## src/repeat_select_map.svh

```systemverilog
// register offsets, field positions, reset values and timing counts of the converter control
`ifndef CONV_CONTROL_MAP_SVH
`define CONV_CONTROL_MAP_SVH
`define OPT_LO_ADDR    8'h3a
`define OPT_HI_ADDR    8'h3b
`define OPT_RESET      16'h2000
`define OPT_REPEAT_BIT 15
`define OPT_START_BIT  14
`define OPT_RANGE_BIT  13
`define CH_SYS_POWER   3'h5
`define CH_CMP_INPUT   3'h7
`define REF_CLK_KHZ    40000
`define BUDGET_MS      25
`define PERIOD_MS      1000
`define TMR_W          26
`endif

```

## src/repeat_select_pkg.sv

```systemverilog
// types shared by the converter control modules
package conv_ctrl_pkg;
   typedef enum logic [1:0] {ST_IDLE, ST_CONVERT, ST_WAIT} conv_state_t;
   typedef logic [2:0] channel_t;
endpackage

```

## src/interval_timer.sv

```systemverilog
// loadable down counter that pulses when a programmed interval has run out
`timescale 1ns/1ps
`include "repeat_select_map.svh"
module interval_timer (
   input  wire logic               ref_clk,
   input  wire logic               rst_n,
   input  wire logic               load,
   input  wire logic [`TMR_W-1:0] period,
   output logic                    expired
);
   logic [`TMR_W-1:0] cnt_q;
   logic              run_q;

   // expires on the last cycle of the interval; a load in that cycle restarts it
   assign expired = run_q && (cnt_q == `TMR_W'(1));

   // ***********************************
   // counter
   // ***********************************
   always_ff @(posedge ref_clk or negedge rst_n) begin
      if (!rst_n) begin
         cnt_q <= '0;
         run_q <= 1'b0;
      end else if (load) begin
         cnt_q <= period;
         run_q <= 1'b1;
      end else if (run_q) begin
         cnt_q <= cnt_q - `TMR_W'(1);
         run_q <= !expired;
      end
   end
endmodule

```

## src/channel_pick.sv

```systemverilog
// finds the lowest enabled channel at or above a starting index
`timescale 1ns/1ps
module channel_pick
   import conv_ctrl_pkg::*;
(
   input  wire logic [7:0] en,
   input  wire logic [3:0] from_idx,
   output logic            found,
   output channel_t        idx
);
   // descending scan so the lowest qualifying channel is the last one kept
   always_comb begin
      found = 1'b0;
      idx   = '0;
      for (int i = 7; i >= 0; i--) begin
         if (en[i] && (i >= int'(from_idx))) begin
            found = 1'b1;
            idx   = 3'(i);
         end
      end
   end
endmodule

```

## src/adc_conversion_control.sv

```systemverilog
// option register and channel sequencer of the monitoring converter
`timescale 1ns/1ps
`include "repeat_select_map.svh"
module adc_conversion_control
   import conv_ctrl_pkg::*;
#(
   parameter int unsigned BUDGET_CYC = `BUDGET_MS * `REF_CLK_KHZ,
   parameter int unsigned PERIOD_CYC = `PERIOD_MS * `REF_CLK_KHZ
) (
   input  wire logic       ref_clk,
   input  wire logic       resetn,
   input  wire logic       low_power_mode,
   input  wire logic       reg_wr,
   input  wire logic       reg_rd,
   input  wire logic [7:0] reg_addr,
   input  wire logic [7:0] reg_wdata,
   output logic     [7:0] reg_rdata,
   output logic            conv_active,
   output logic            conv_start,
   output channel_t        conv_channel,
   output logic            conv_range_hi,
   output logic            result_update,
   output channel_t        result_channel,
   output logic            pass_done
);
   // ***********************************
   // reset release
   // ***********************************
   logic rst_meta_q;
   logic rst_n;

   // assertion is immediate, release is synchronous to avoid recovery hazards
   always_ff @(posedge ref_clk or negedge resetn) begin
      if (!resetn) begin
         rst_meta_q <= 1'b0;
         rst_n      <= 1'b0;
      end else begin
         rst_meta_q <= 1'b1;
         rst_n      <= rst_meta_q;
      end
   end

   // ***********************************
   // option register
   // ***********************************
   logic [15:0] opt_q;
   logic [15:0] opt_d;
   logic        lo_wr;
   logic        hi_wr;
   logic        hw_clr;
   logic        start_q;
   logic        repeat_q;
   logic        range_q;
   logic [7:0]  en_q;
   logic        start_d;

   assign lo_wr    = reg_wr && (reg_addr == `OPT_LO_ADDR);
   assign hi_wr    = reg_wr && (reg_addr == `OPT_HI_ADDR);
   assign start_q  = opt_q[`OPT_START_BIT];
   assign repeat_q = opt_q[`OPT_REPEAT_BIT];
   assign range_q  = opt_q[`OPT_RANGE_BIT];
   assign en_q     = opt_q[7:0];

   // a host write of the start bit beats the hardware clear in the same cycle
   assign start_d = hi_wr  ? reg_wdata[`OPT_START_BIT-8] :
                    hw_clr ? 1'b0 : start_q;

   // every bit is read-write, reserved bits included
   assign opt_d[7:0]  = lo_wr ? reg_wdata : opt_q[7:0];
   assign opt_d[15]   = hi_wr ? reg_wdata[7] : opt_q[15];
   assign opt_d[14]   = start_d;
   assign opt_d[13:8] = hi_wr ? reg_wdata[5:0] : opt_q[13:8];

   always_ff @(posedge ref_clk or negedge rst_n) begin
      if (!rst_n) begin
         opt_q <= `OPT_RESET;
      end else begin
         opt_q <= opt_d;
      end
   end

   // read data registered; unmapped offsets read as zero
   logic [7:0] rdata_d;
   assign rdata_d = (reg_addr == `OPT_LO_ADDR) ? opt_q[7:0] :
                    (reg_addr == `OPT_HI_ADDR) ? opt_q[15:8] : 8'h00;

   always_ff @(posedge ref_clk or negedge rst_n) begin
      if (!rst_n) begin
         reg_rdata <= 8'h00;
      end else if (reg_rd) begin
         reg_rdata <= rdata_d;
      end
   end

   // ***********************************
   // channel search and timers
   // ***********************************
   conv_state_t state_q;
   conv_state_t state_d;
   logic [7:0]  en_pass_q;
   logic        first_found;
   channel_t    first_idx;
   logic        nx_found;
   channel_t    nx_idx;
   logic [3:0]  nx_from;
   logic        slot_load;
   logic        per_load;
   logic        slot_exp;
   logic        per_exp;
   logic        first;
   logic        upd;
   logic        done;
   channel_t    ch_d;

   // channels advance from the one now converting; snapshot keeps a pass stable
   assign nx_from = {1'b0, conv_channel} + 4'h1;

   channel_pick u_first_pick (
      .en       (en_q),
      .from_idx (4'h0),
      .found    (first_found),
      .idx      (first_idx)
   );

   channel_pick u_next_pick (
      .en       (en_pass_q),
      .from_idx (nx_from),
      .found    (nx_found),
      .idx      (nx_idx)
   );

   interval_timer u_slot_tmr (
      .ref_clk (ref_clk),
      .rst_n   (rst_n),
      .load    (slot_load),
      .period  (`TMR_W'(BUDGET_CYC)),
      .expired (slot_exp)
   );

   interval_timer u_period_tmr (
      .ref_clk (ref_clk),
      .rst_n   (rst_n),
      .load    (per_load),
      .period  (`TMR_W'(PERIOD_CYC)),
      .expired (per_exp)
   );

   // ***********************************
   // sequencer
   // ***********************************
   // low power or a cleared start bit aborts at once; results of an aborted slot are dropped
   always_comb begin
      state_d   = state_q;
      slot_load = 1'b0;
      per_load  = 1'b0;
      first     = 1'b0;
      upd       = 1'b0;
      done      = 1'b0;
      hw_clr    = 1'b0;
      ch_d      = conv_channel;
      case (state_q)
         ST_IDLE: begin
            if (start_q && !low_power_mode) begin
               if (first_found) begin
                  state_d   = ST_CONVERT;
                  slot_load = 1'b1;
                  per_load  = 1'b1;
                  first     = 1'b1;
                  ch_d      = first_idx;
               end else if (!repeat_q) begin
                  hw_clr = 1'b1;
               end
            end
         end
         ST_CONVERT: begin
            if (!start_q || low_power_mode) begin
               state_d = ST_IDLE;
            end else if (slot_exp) begin
               upd = 1'b1;
               if (nx_found) begin
                  slot_load = 1'b1;
                  ch_d      = nx_idx;
               end else begin
                  done = 1'b1;
                  if (repeat_q) begin
                     state_d = ST_WAIT;
                  end else begin
                     hw_clr  = 1'b1;
                     state_d = ST_IDLE;
                  end
               end
            end
         end
         ST_WAIT: begin
            if (!start_q || low_power_mode) begin
               state_d = ST_IDLE;
            end else if (per_exp) begin
               per_load = 1'b1;
               if (first_found) begin
                  state_d   = ST_CONVERT;
                  slot_load = 1'b1;
                  first     = 1'b1;
                  ch_d      = first_idx;
               end
            end
         end
         default: state_d = ST_IDLE;
      endcase
   end

   // scaled range only on the two voltage-input channels
   logic range_hi_d;
   assign range_hi_d = range_q && ((ch_d == `CH_SYS_POWER) || (ch_d == `CH_CMP_INPUT));

   // state and the registered converter outputs
   always_ff @(posedge ref_clk or negedge rst_n) begin
      if (!rst_n) begin
         state_q        <= ST_IDLE;
         en_pass_q      <= 8'h00;
         conv_active    <= 1'b0;
         conv_start     <= 1'b0;
         conv_channel   <= '0;
         conv_range_hi  <= 1'b0;
         result_update  <= 1'b0;
         result_channel <= '0;
         pass_done      <= 1'b0;
      end else begin
         state_q        <= state_d;
         en_pass_q      <= first ? en_q : en_pass_q;
         conv_active    <= (state_d == ST_CONVERT);
         conv_start     <= slot_load;
         conv_channel   <= ch_d;
         conv_range_hi  <= range_hi_d;
         result_update  <= upd;
         result_channel <= conv_channel;
         pass_done      <= done;
      end
   end

   // ***********************************
   // assertions
   // ***********************************
   logic [31:0] slot_cnt_q;
   logic [31:0] pass_cnt_q;
   logic        pass_start_q;
   logic        restart_q;

   // cycles since the slot and the pass began
   always_ff @(posedge ref_clk or negedge rst_n) begin
      if (!rst_n) begin
         slot_cnt_q   <= '0;
         pass_cnt_q   <= '0;
         pass_start_q <= 1'b0;
         restart_q    <= 1'b0;
      end else begin
         slot_cnt_q   <= conv_start ? 32'h1 : slot_cnt_q + 32'h1;
         pass_cnt_q   <= pass_start_q ? 32'h1 : pass_cnt_q + 32'h1;
         pass_start_q <= first;
         restart_q    <= first && (state_q == ST_WAIT);
      end
   end
endmodule

```

## config.mk

```make
export PLATFORM = sky130hd
export DESIGN_NAME = adc_conversion_control
export DESIGN_NICKNAME = d
export VERILOG_FILES = /design/src/repeat_select_pkg.sv /design/src/interval_timer.sv /design/src/channel_pick.sv /design/src/adc_conversion_control.sv
export VERILOG_INCLUDE_DIRS = /design/src /design/src/src
export SDC_FILE = /design/constraint.sdc
export NUM_CORES = 1
export LEC_CHECK = 0
export BUFFER_PORTS_ARGS = -buffer_cell sky130_fd_sc_hd__buf_2
export CORE_MARGIN = 5
export CORE_UTILIZATION = 54
export CTS_BUF_LIST = sky130_fd_sc_hd__clkbuf_8 sky130_fd_sc_hd__clkbuf_16
export CTS_CLUSTER_DIAMETER = 30
export DETAILED_ROUTE_END_ITERATION = 12
export GPL_TIMING_DRIVEN = 0
export PLACE_DENSITY = 0.76
export RECOVER_POWER = 25
export SYNTH_ARGS = -nofsm -noshare
export SYNTH_HDL_FRONTEND = slang
export SYNTH_SLANG_ARGS = --single-unit
```

## constraint.sdc

```tcl
create_clock -name ref_clk -period 3.1 [get_ports ref_clk]
set_input_delay 0.465 -clock ref_clk [delete_from_list [all_inputs] [get_ports ref_clk]]
set_output_delay 0.465 -clock ref_clk [all_outputs]
set_load 0.05 [all_outputs]
```

==> results of run 1 <==
[worst max-delay path, stage by stage, from the launching register on]
cell     delay, ps
dfrtp_1        410
or4_4          540
or4b_4         580
o41ai_4        350
buf_4          190
nand2_4         60
a22o_1         190
buf_6          130
a221o_1        330
nor3b_2        160
[power breakdown]
part	internal, W	switching (W)
sequential	0.00160	0.000314
clock	0.000450	0.000454
combinational	0.000413	0.000552
[area by class of cell]
type / count / area, µm² / area share [%]
plain buffers: 13 / 65.1 / 1.13
clock buffers: 9 / 124 / 2.15
clock inverters: 7 / 91.3 / 1.59
inverters: 26 / 97.6 / 1.70
multi-input cells: 359 / 2360 / 41.0
flip-flops and latches: 101 / 2530 / 43.9
well taps: 111 / 139 / 2.41
repair buffers: 56 / 349 / 6.06
[worst min path at each step]
stage | startpoint | to | slack, ps | depth (start not counted)
2_1_floorplan | resetn | rst_meta_q | 170 | 0
3_3_place_gp | resetn | rst_n | 250 | 1
3_5_place_dp | resetn | rst_meta_q | 250 | 1
4_1_cts | reg_wdata[0] | opt_q[0] | 310 | 3
5_1_grt | reg_wdata[0] | opt_q[0] | 310 | 3
6_report | reg_wdata[0] | opt_q[0] | 320 | 3
[state kept, by name (all words and copies together) (netlist names), 2 cells and up, named ones only]
signal,count
result_channel,3
en_pass_q,8
reg_rdata,8
u_slot_tmr.cnt_q,26
state_q,2
conv_channel,2
u_period_tmr.cnt_q,26
opt_q,16
[placed cells by master (no fill, tap or decap), types with 14 or more instances in the layout]
cell | netlist | final
nand2_1 | 49 | 49
buf_4 | 1 | 18
nor2_1 | 69 | 69
nor3_1 | 18 | 17
xnor2_1 | 33 | 33
buf_2 | 4 | 40
dfrtp_1 | 100 | 99
inv_1 | 26 | 27
o21ai_0 | 14 | 14
mux2_2 | 20 | 20
a21oi_1 | 14 | 14
[cell families after synthesis]
logic type,count (synthesis),share of synthesized area [%]
and+or+nand+nor,209,20.8
buffers and inverters,40,3.32
muxes,29,6.29
DFF,101,50.4
AOI/OAI and AO/OA,70,9.81
adders and majority gates,7,1.75
xor gates and xnor gates,43,7.51
other,1,0.0748
[layer usage]
metal,up-vias,part of all wire [%]
li1,1872,-
met1,1895,45
met2,91,50
met3,8,4.6
met4,0,0.60
met5,-,0
[timing repair]
action / CTS / global route
endpoints found under the setup margin: 39 / 32
buffers inserted: 1 / 16
resized for setup: 3 / 5
pin swaps: 2 / 4
hold buffers: 1 / 0
endpoints found under the hold margin: 2 / 0
[Yosys cell counts (all sizes together) (2+ instances only)]
cell	count
o41ai	4
or2	5
mux2	20
buf	6
o21ai	14
nor4	13
a21oi	14
or4	6
nand2b	5
nor3	19
o31ai	4
inv	26
o22ai	9
ha	7
o31a	3
o2bb2ai	2
a31o	2
nand4b	2
clkbuf	8
nor2b	3
nand2	50
and2	3
nand3	7
a31oi	2
o2111ai	2
and3	2
dfrtp	100
nand4	3
or3	9
a221o	2
nor2	69
xor2	10
xnor2	33
nor4b	5
mux2i	9
nor3b	5
a211oi	2
[metrics by stage]
stage | power, W | cells | cell area (µm²)
after floorplan | 0.00257 | 500 | 5010
after CTS | 0.00374 | 667 | 5620
final | 0.00378 | 682 | 5760
after global placement | 0.00276 | 648 | 5340
after global routing | 0.00402 | 682 | 5760
after detailed placement | 0.00283 | 649 | 5370
==> results.sh, run 1 <==
export IMPL_max_freq_mhz=328
export IMPL_rsz0062_at_grt="yes"
export IMPL_cp_required_ps=3340
export IMPL_regToRegEndpoint="conv_range_hi"
export IMPL_synth_ff_latch_count=101
export IMPL_grt_start_max_net_pins=51
export IMPL_met2_usage_pct=33.7
export IMPL_dp_hpwl_mm=7.48
export IMPL_finalCritPeriodShare_pct=98.3
export IMPL_port_buffers=37
export IMPL_final_hold_worst_slack_ps=319
export IMPL_cts_tree="built"
export IMPL_grt_busiest_layer="met2"
export IMPL_yosys_area_top_type_share_pct=49.9
export IMPL_global_route_overflow_total=0
export IMPL_crit_type="reg2reg"
export IMPL_slew_headroom_pct=-35.3
export IMPL_power_density_mw_per_mm2=657
export IMPL_grt_pass1_wl_mm=18.4
export IMPL_layout_area_overhead_vs_synth_pct=14.8
export IMPL_die_area_mm2=0.0113
export IMPL_synthTopCellsByArea="dfrtp_1 (50%), xnor2_1 (5.8%), nor2_1 (5.2%)"
export IMPL_timing_max_transition_violations_final=50
export IMPL_synth_ff_type="dfrtp_1"
export IMPL_timing_critical_path_arrival_ps=3290
export IMPL_first_global_vias=3858
export IMPL_post_synthesis_cell_type_count=61
export IMPL_mappedNetlistArea_mm2=0.00501
export IMPL_worst_pin_slew_ps=2030
export IMPL_globalRouteMet3Util_pct=4.68
export IMPL_yosysWarningCount=0
export IMPL_number_of_h_tree_levels=3
export IMPL_skew_ps=10.9
export IMPL_remaining_drc_errors=0
export IMPL_dp_slack_ps=-274
export IMPL_clk_root_buffer_cell="clkbuf_8"
export IMPL_vertical_extent_of_the_die_um=106
export IMPL_post_route_worst_setup_slack_ps=51.6
export IMPL_endpoint_kind="flop"
export IMPL_antenna_found_initial=0
export IMPL_placement_rows=35
export IMPL_tritoncts_num_sinks=101
export IMPL_worst_setup_path_start_kind="flop"
export IMPL_asyncSetResetFlopFracSynth_pct=100
export IMPL_rrSetupSlack_ps=50
export IMPL_clk_buf_depth=2
export IMPL_worst_skew_pair_late_latency_ps=360
export IMPL_route_detailed_vias_per_inst=5.67
export IMPL_outcome="finished with violations"
export IMPL_violations="max-capacitance violations, max-slew violations"
export IMPL_reg2regPathDepth=9
export IMPL_ir_worst_vdd_v=0.000302
export IMPL_p_leak_nw=2.44
export IMPL_detailroute_via_count=3866
export IMPL_detailedRoute_firstIterationViolations=233
export IMPL_post_route_util_pct=62.9
export IMPL_core_area_mm2=0.00915
export IMPL_hold_path_class="in2reg"
export IMPL_critical_path_maximum_fanout=5
export IMPL_weighted_congestion_at_the_end_of_routability_driven_global_placement=0.920
export IMPL_r2r_start="u_period_tmr.cnt_q[15]"
export IMPL_syn_avg_cell_area_um2=10.0
export IMPL_fillers=743
export IMPL_floorplan_io_pins=40
export IMPL_first_pass_iters=5
export IMPL_timing_critical_path_to="conv_range_hi"
export IMPL_fraction_of_final_layout_cells_sized_beyond_drive_strength_1_pct=20.8
export IMPL_synth_seq_area_share_pct=50.4
export IMPL_setup_viol=0
export IMPL_postRouteWirelength_mm=10.8
export IMPL_finish_net_count=594
export IMPL_tns_ps=0
export IMPL_cts_buffers_inserted=9
export IMPL_synth_top_area_cell="dfrtp_1"
export IMPL_die_w_um=106
export IMPL_final_antenna_violating_net_count=0
export IMPL_grt_use_total_pct=19.9
export IMPL_post_synth_inst_count=500
export IMPL_hold_viol_final=0
export IMPL_startpoint="u_period_tmr.cnt_q[15]"
export IMPL_synth_enable_flop_cells=0
export IMPL_wl_per_cell_um=15.8
export IMPL_met1_usage_pct=26.1
export IMPL_cts_clk_slew_worst_paths_ps=90
export IMPL_final_period_minus_worst_setup_slack_ps=3050
export IMPL_postSynthNetCount=528
export IMPL_floorplan_initialDensity_pct=54.8
export IMPL_max_cap_violations=1
export IMPL_antenna_cells_inserted=0
(Power assumes the default switching activity.)
==> run 2: changes to the inputs <==
--- a/config.mk
+++ b/config.mk
@@ -8,13 +8,12 @@
 export LEC_CHECK = 0
 export BUFFER_PORTS_ARGS = -buffer_cell sky130_fd_sc_hd__buf_2
 export CORE_MARGIN = 5
-export CORE_UTILIZATION = 54
+export CORE_UTILIZATION = 60
 export CTS_BUF_LIST = sky130_fd_sc_hd__clkbuf_8 sky130_fd_sc_hd__clkbuf_16
 export CTS_CLUSTER_DIAMETER = 30
 export DETAILED_ROUTE_END_ITERATION = 12
 export GPL_TIMING_DRIVEN = 0
-export PLACE_DENSITY = 0.76
-export RECOVER_POWER = 25
+export PLACE_DENSITY = 0.8
 export SYNTH_ARGS = -nofsm -noshare
 export SYNTH_HDL_FRONTEND = slang
 export SYNTH_SLANG_ARGS = --single-unit
==> constraint.sdc (replaced) <==
create_clock -name ref_clk -period 3.4 [get_ports ref_clk]
set_input_delay 0.51 -clock ref_clk [delete_from_list [all_inputs] [get_ports ref_clk]]
set_output_delay 0.51 -clock ref_clk [all_outputs]
set_load 0.05 [all_outputs]
==> results.sh, run 2 (same netlist as run 1, synthesis figures left out) <==
export IMPL_outcome="finished, final reports clean"
export IMPL_crit_buf_inv=1
export IMPL_cts_clk_slew_worst_paths_ps=100
export IMPL_postRouteWirelength_mm=10.4
export IMPL_tritoncts_num_sinks=101
export IMPL_sequential_standard_cell_area_mm2=0.00253
export IMPL_first_global_vias=3912
export IMPL_route_detailed_vias_per_inst=5.81
export IMPL_worst_skew_pair_late_latency_ps=370
export IMPL_number_of_h_tree_levels=3
export IMPL_setup_viol=0
export IMPL_worst_setup_path_start_kind="flop"
export IMPL_dp_hpwl_mm=7.66
export IMPL_dp_slack_ps=-9.29
export IMPL_rsz0062_at_grt="no"
export IMPL_die_w_um=101
export IMPL_fillers=635
export IMPL_reg2regPathDepth=7
export IMPL_timing_max_transition_violations_final=0
export IMPL_antenna_found_initial=0
export IMPL_final_antenna_violating_net_count=0
export IMPL_floorplan_initialDensity_pct=61.3
export IMPL_grt_use_total_pct=22.1
export IMPL_floorplan_io_pins=40
export IMPL_cts_buffers_inserted=9
export IMPL_critical_path_top_delay_family="simple AND/OR/NAND/NOR gates"
export IMPL_critical_path_maximum_fanout=9
export IMPL_number_of_stages_on_the_worst_setup_path=7
export IMPL_die_area_mm2=0.0103
export IMPL_total_power_w=0.00328
export IMPL_hold_viol_final=0
export IMPL_crit_type="reg2reg"
export IMPL_hold_path_class="reg2async"
export IMPL_post_route_worst_setup_slack_ps=171
export IMPL_detailedRoute_firstIterationViolations=176
export IMPL_detailroute_via_count=3843
export IMPL_rrSetupSlack_ps=170
export IMPL_clk_root_buffer_cell="clkbuf_8"
export IMPL_remaining_drc_errors=0
export IMPL_r2r_start="u_period_tmr.cnt_q[14]"
export IMPL_global_route_overflow_total=0
export IMPL_vertical_extent_of_the_die_um=101
export IMPL_tns_ps=0
export IMPL_slew_headroom_pct=30.2
export IMPL_cp_required_ps=3700
export IMPL_antenna_cells_inserted=0
export IMPL_final_hold_worst_slack_ps=287
export IMPL_p_leak_nw=2.36
export IMPL_slowest_cell_on_crit_path="or4_4"
export IMPL_port_buffers=37
export IMPL_power_density_mw_per_mm2=588
export IMPL_grt_start_max_net_pins=68
export IMPL_timing_critical_path_arrival_ps=3530
export IMPL_finish_net_count=579
export IMPL_grt_pass1_wl_mm=18.1
export IMPL_skew_ps=24.0
export IMPL_critical_path_max_stage_delay_ps=570
export IMPL_final_period_minus_worst_setup_slack_ps=3230
export IMPL_combined_area_of_the_multi_input_logic_cells_mm2=0.00233
export IMPL_weighted_congestion_at_the_end_of_routability_driven_global_placement=0.957
export IMPL_core_area_mm2=0.00818
export IMPL_final_cell_count_no_fill=661
export IMPL_finalCritPeriodShare_pct=95.0
export IMPL_ir_worst_vdd_v=0.000269
export IMPL_endpoint_kind="flop"
export IMPL_top_regs="u_period_tmr.cnt_q: 26 flops, u_slot_tmr.cnt_q: 26 flops, opt_q: 16 flops"
export IMPL_most_frequent_cells_in_the_layout="dfrtp_1 (99), nor2_1 (69), nand2_1 (49)"
export IMPL_worst_pin_slew_ps=1030
export IMPL_wl_per_cell_um=15.8
export IMPL_cts_tree="built"
export IMPL_regToRegEndpoint="u_period_tmr.cnt_q[25]"
export IMPL_max_cap_violations=0
export IMPL_worstPathCellList="or4_4 > or4b_4 > o41ai_4 > o21ai_0 > or3_1 > clkbuf_1 > nand2_1"
export IMPL_first_pass_iters=5
export IMPL_max_freq_mhz=310
export IMPL_fraction_of_final_layout_cells_sized_beyond_drive_strength_1_pct=18.0
export IMPL_placement_rows=33
export IMPL_clk_buf_depth=2
export IMPL_placed_cells_incl_taps=643
export IMPL_layout_area_overhead_vs_synth_pct=11.1
export IMPL_leading_cell_type_in_the_layout_fill_and_taps_excluded="dfrtp_1"
## run 2: cell types whose count changed in the layout (fill, tap and decap cells not counted), sizes merged
cell	delta
bufinv	-2
inv	+2
clkinvlp	-3
buf	-15
clkinv	+3
## run 2: final cells by class
| type | instances | share of cell area (%) |
|---|---|---|
| Clock inverter | 7 | 1.01 |
| Tap cell | 105 | 2.36 |
| Timing Repair Buffer | 40 | 4.13 |
| Clock buffer | 9 | 2.22 |
| Multi-Input combinational cell | 359 | 41.8 |
| Buffer | 14 | 1.24 |
| Sequential cell | 101 | 45.5 |
| Inverter | 26 | 1.75 |
## run 2: stage by stage
stage	util, %	cell area (µm²)
finish	68.2	5570
global route	68.2	5570
CTS	68.0	5560
detailed placement	65.6	5360
global placement	65.2	5330
floorplan	-	5010
## run 2: worst max-delay path by stage
stage | from | end | slack (ps)
after floorplan | rst_n | async pin | 380
after global placement | rst_n | u_slot_tmr.cnt_q[19] | -680
after detailed placement | u_period_tmr.cnt_q[14] | u_period_tmr.cnt_q[6] | -9
after CTS | u_period_tmr.cnt_q[14] | u_period_tmr.cnt_q[19] | 100
after global routing | u_period_tmr.cnt_q[14] | u_period_tmr.cnt_q[9] | 30
final | u_period_tmr.cnt_q[14] | u_period_tmr.cnt_q[25] | 170
## run 2: routing by layer
| layer | up-vias | part of all wire, % | track usage, % |
|---|---|---|---|
| li1 | 1846 | - | - |
| met1 | 1908 | 44 | 28.8 |
| met2 | 78 | 50 | 37.0 |
| met3 | 11 | 4.2 | 5.44 |
| met4 | 0 | 1.1 | 5.73 |
| met5 | - | 0 | 0 |
## run 2: report_power, final
group / total, W / switching (W) / internal, W
registers: 0.00173 / 0.000273 / 0.00146
clock network: 0.000702 / 0.000426 / 0.000277
logic: 0.000846 / 0.000497 / 0.000349
total: 0.00328 / 0.00120 / 0.00208
## run 2: repair_timing
item | CTS | global route
buffers inserted | 0 | 1
pin swaps | 0 | 1
endpoints found under the hold margin | 2 | 0
setup endpoints to repair | 10 | 27
hold buffers | 1 | 0
gates resized for setup | 1 | 1
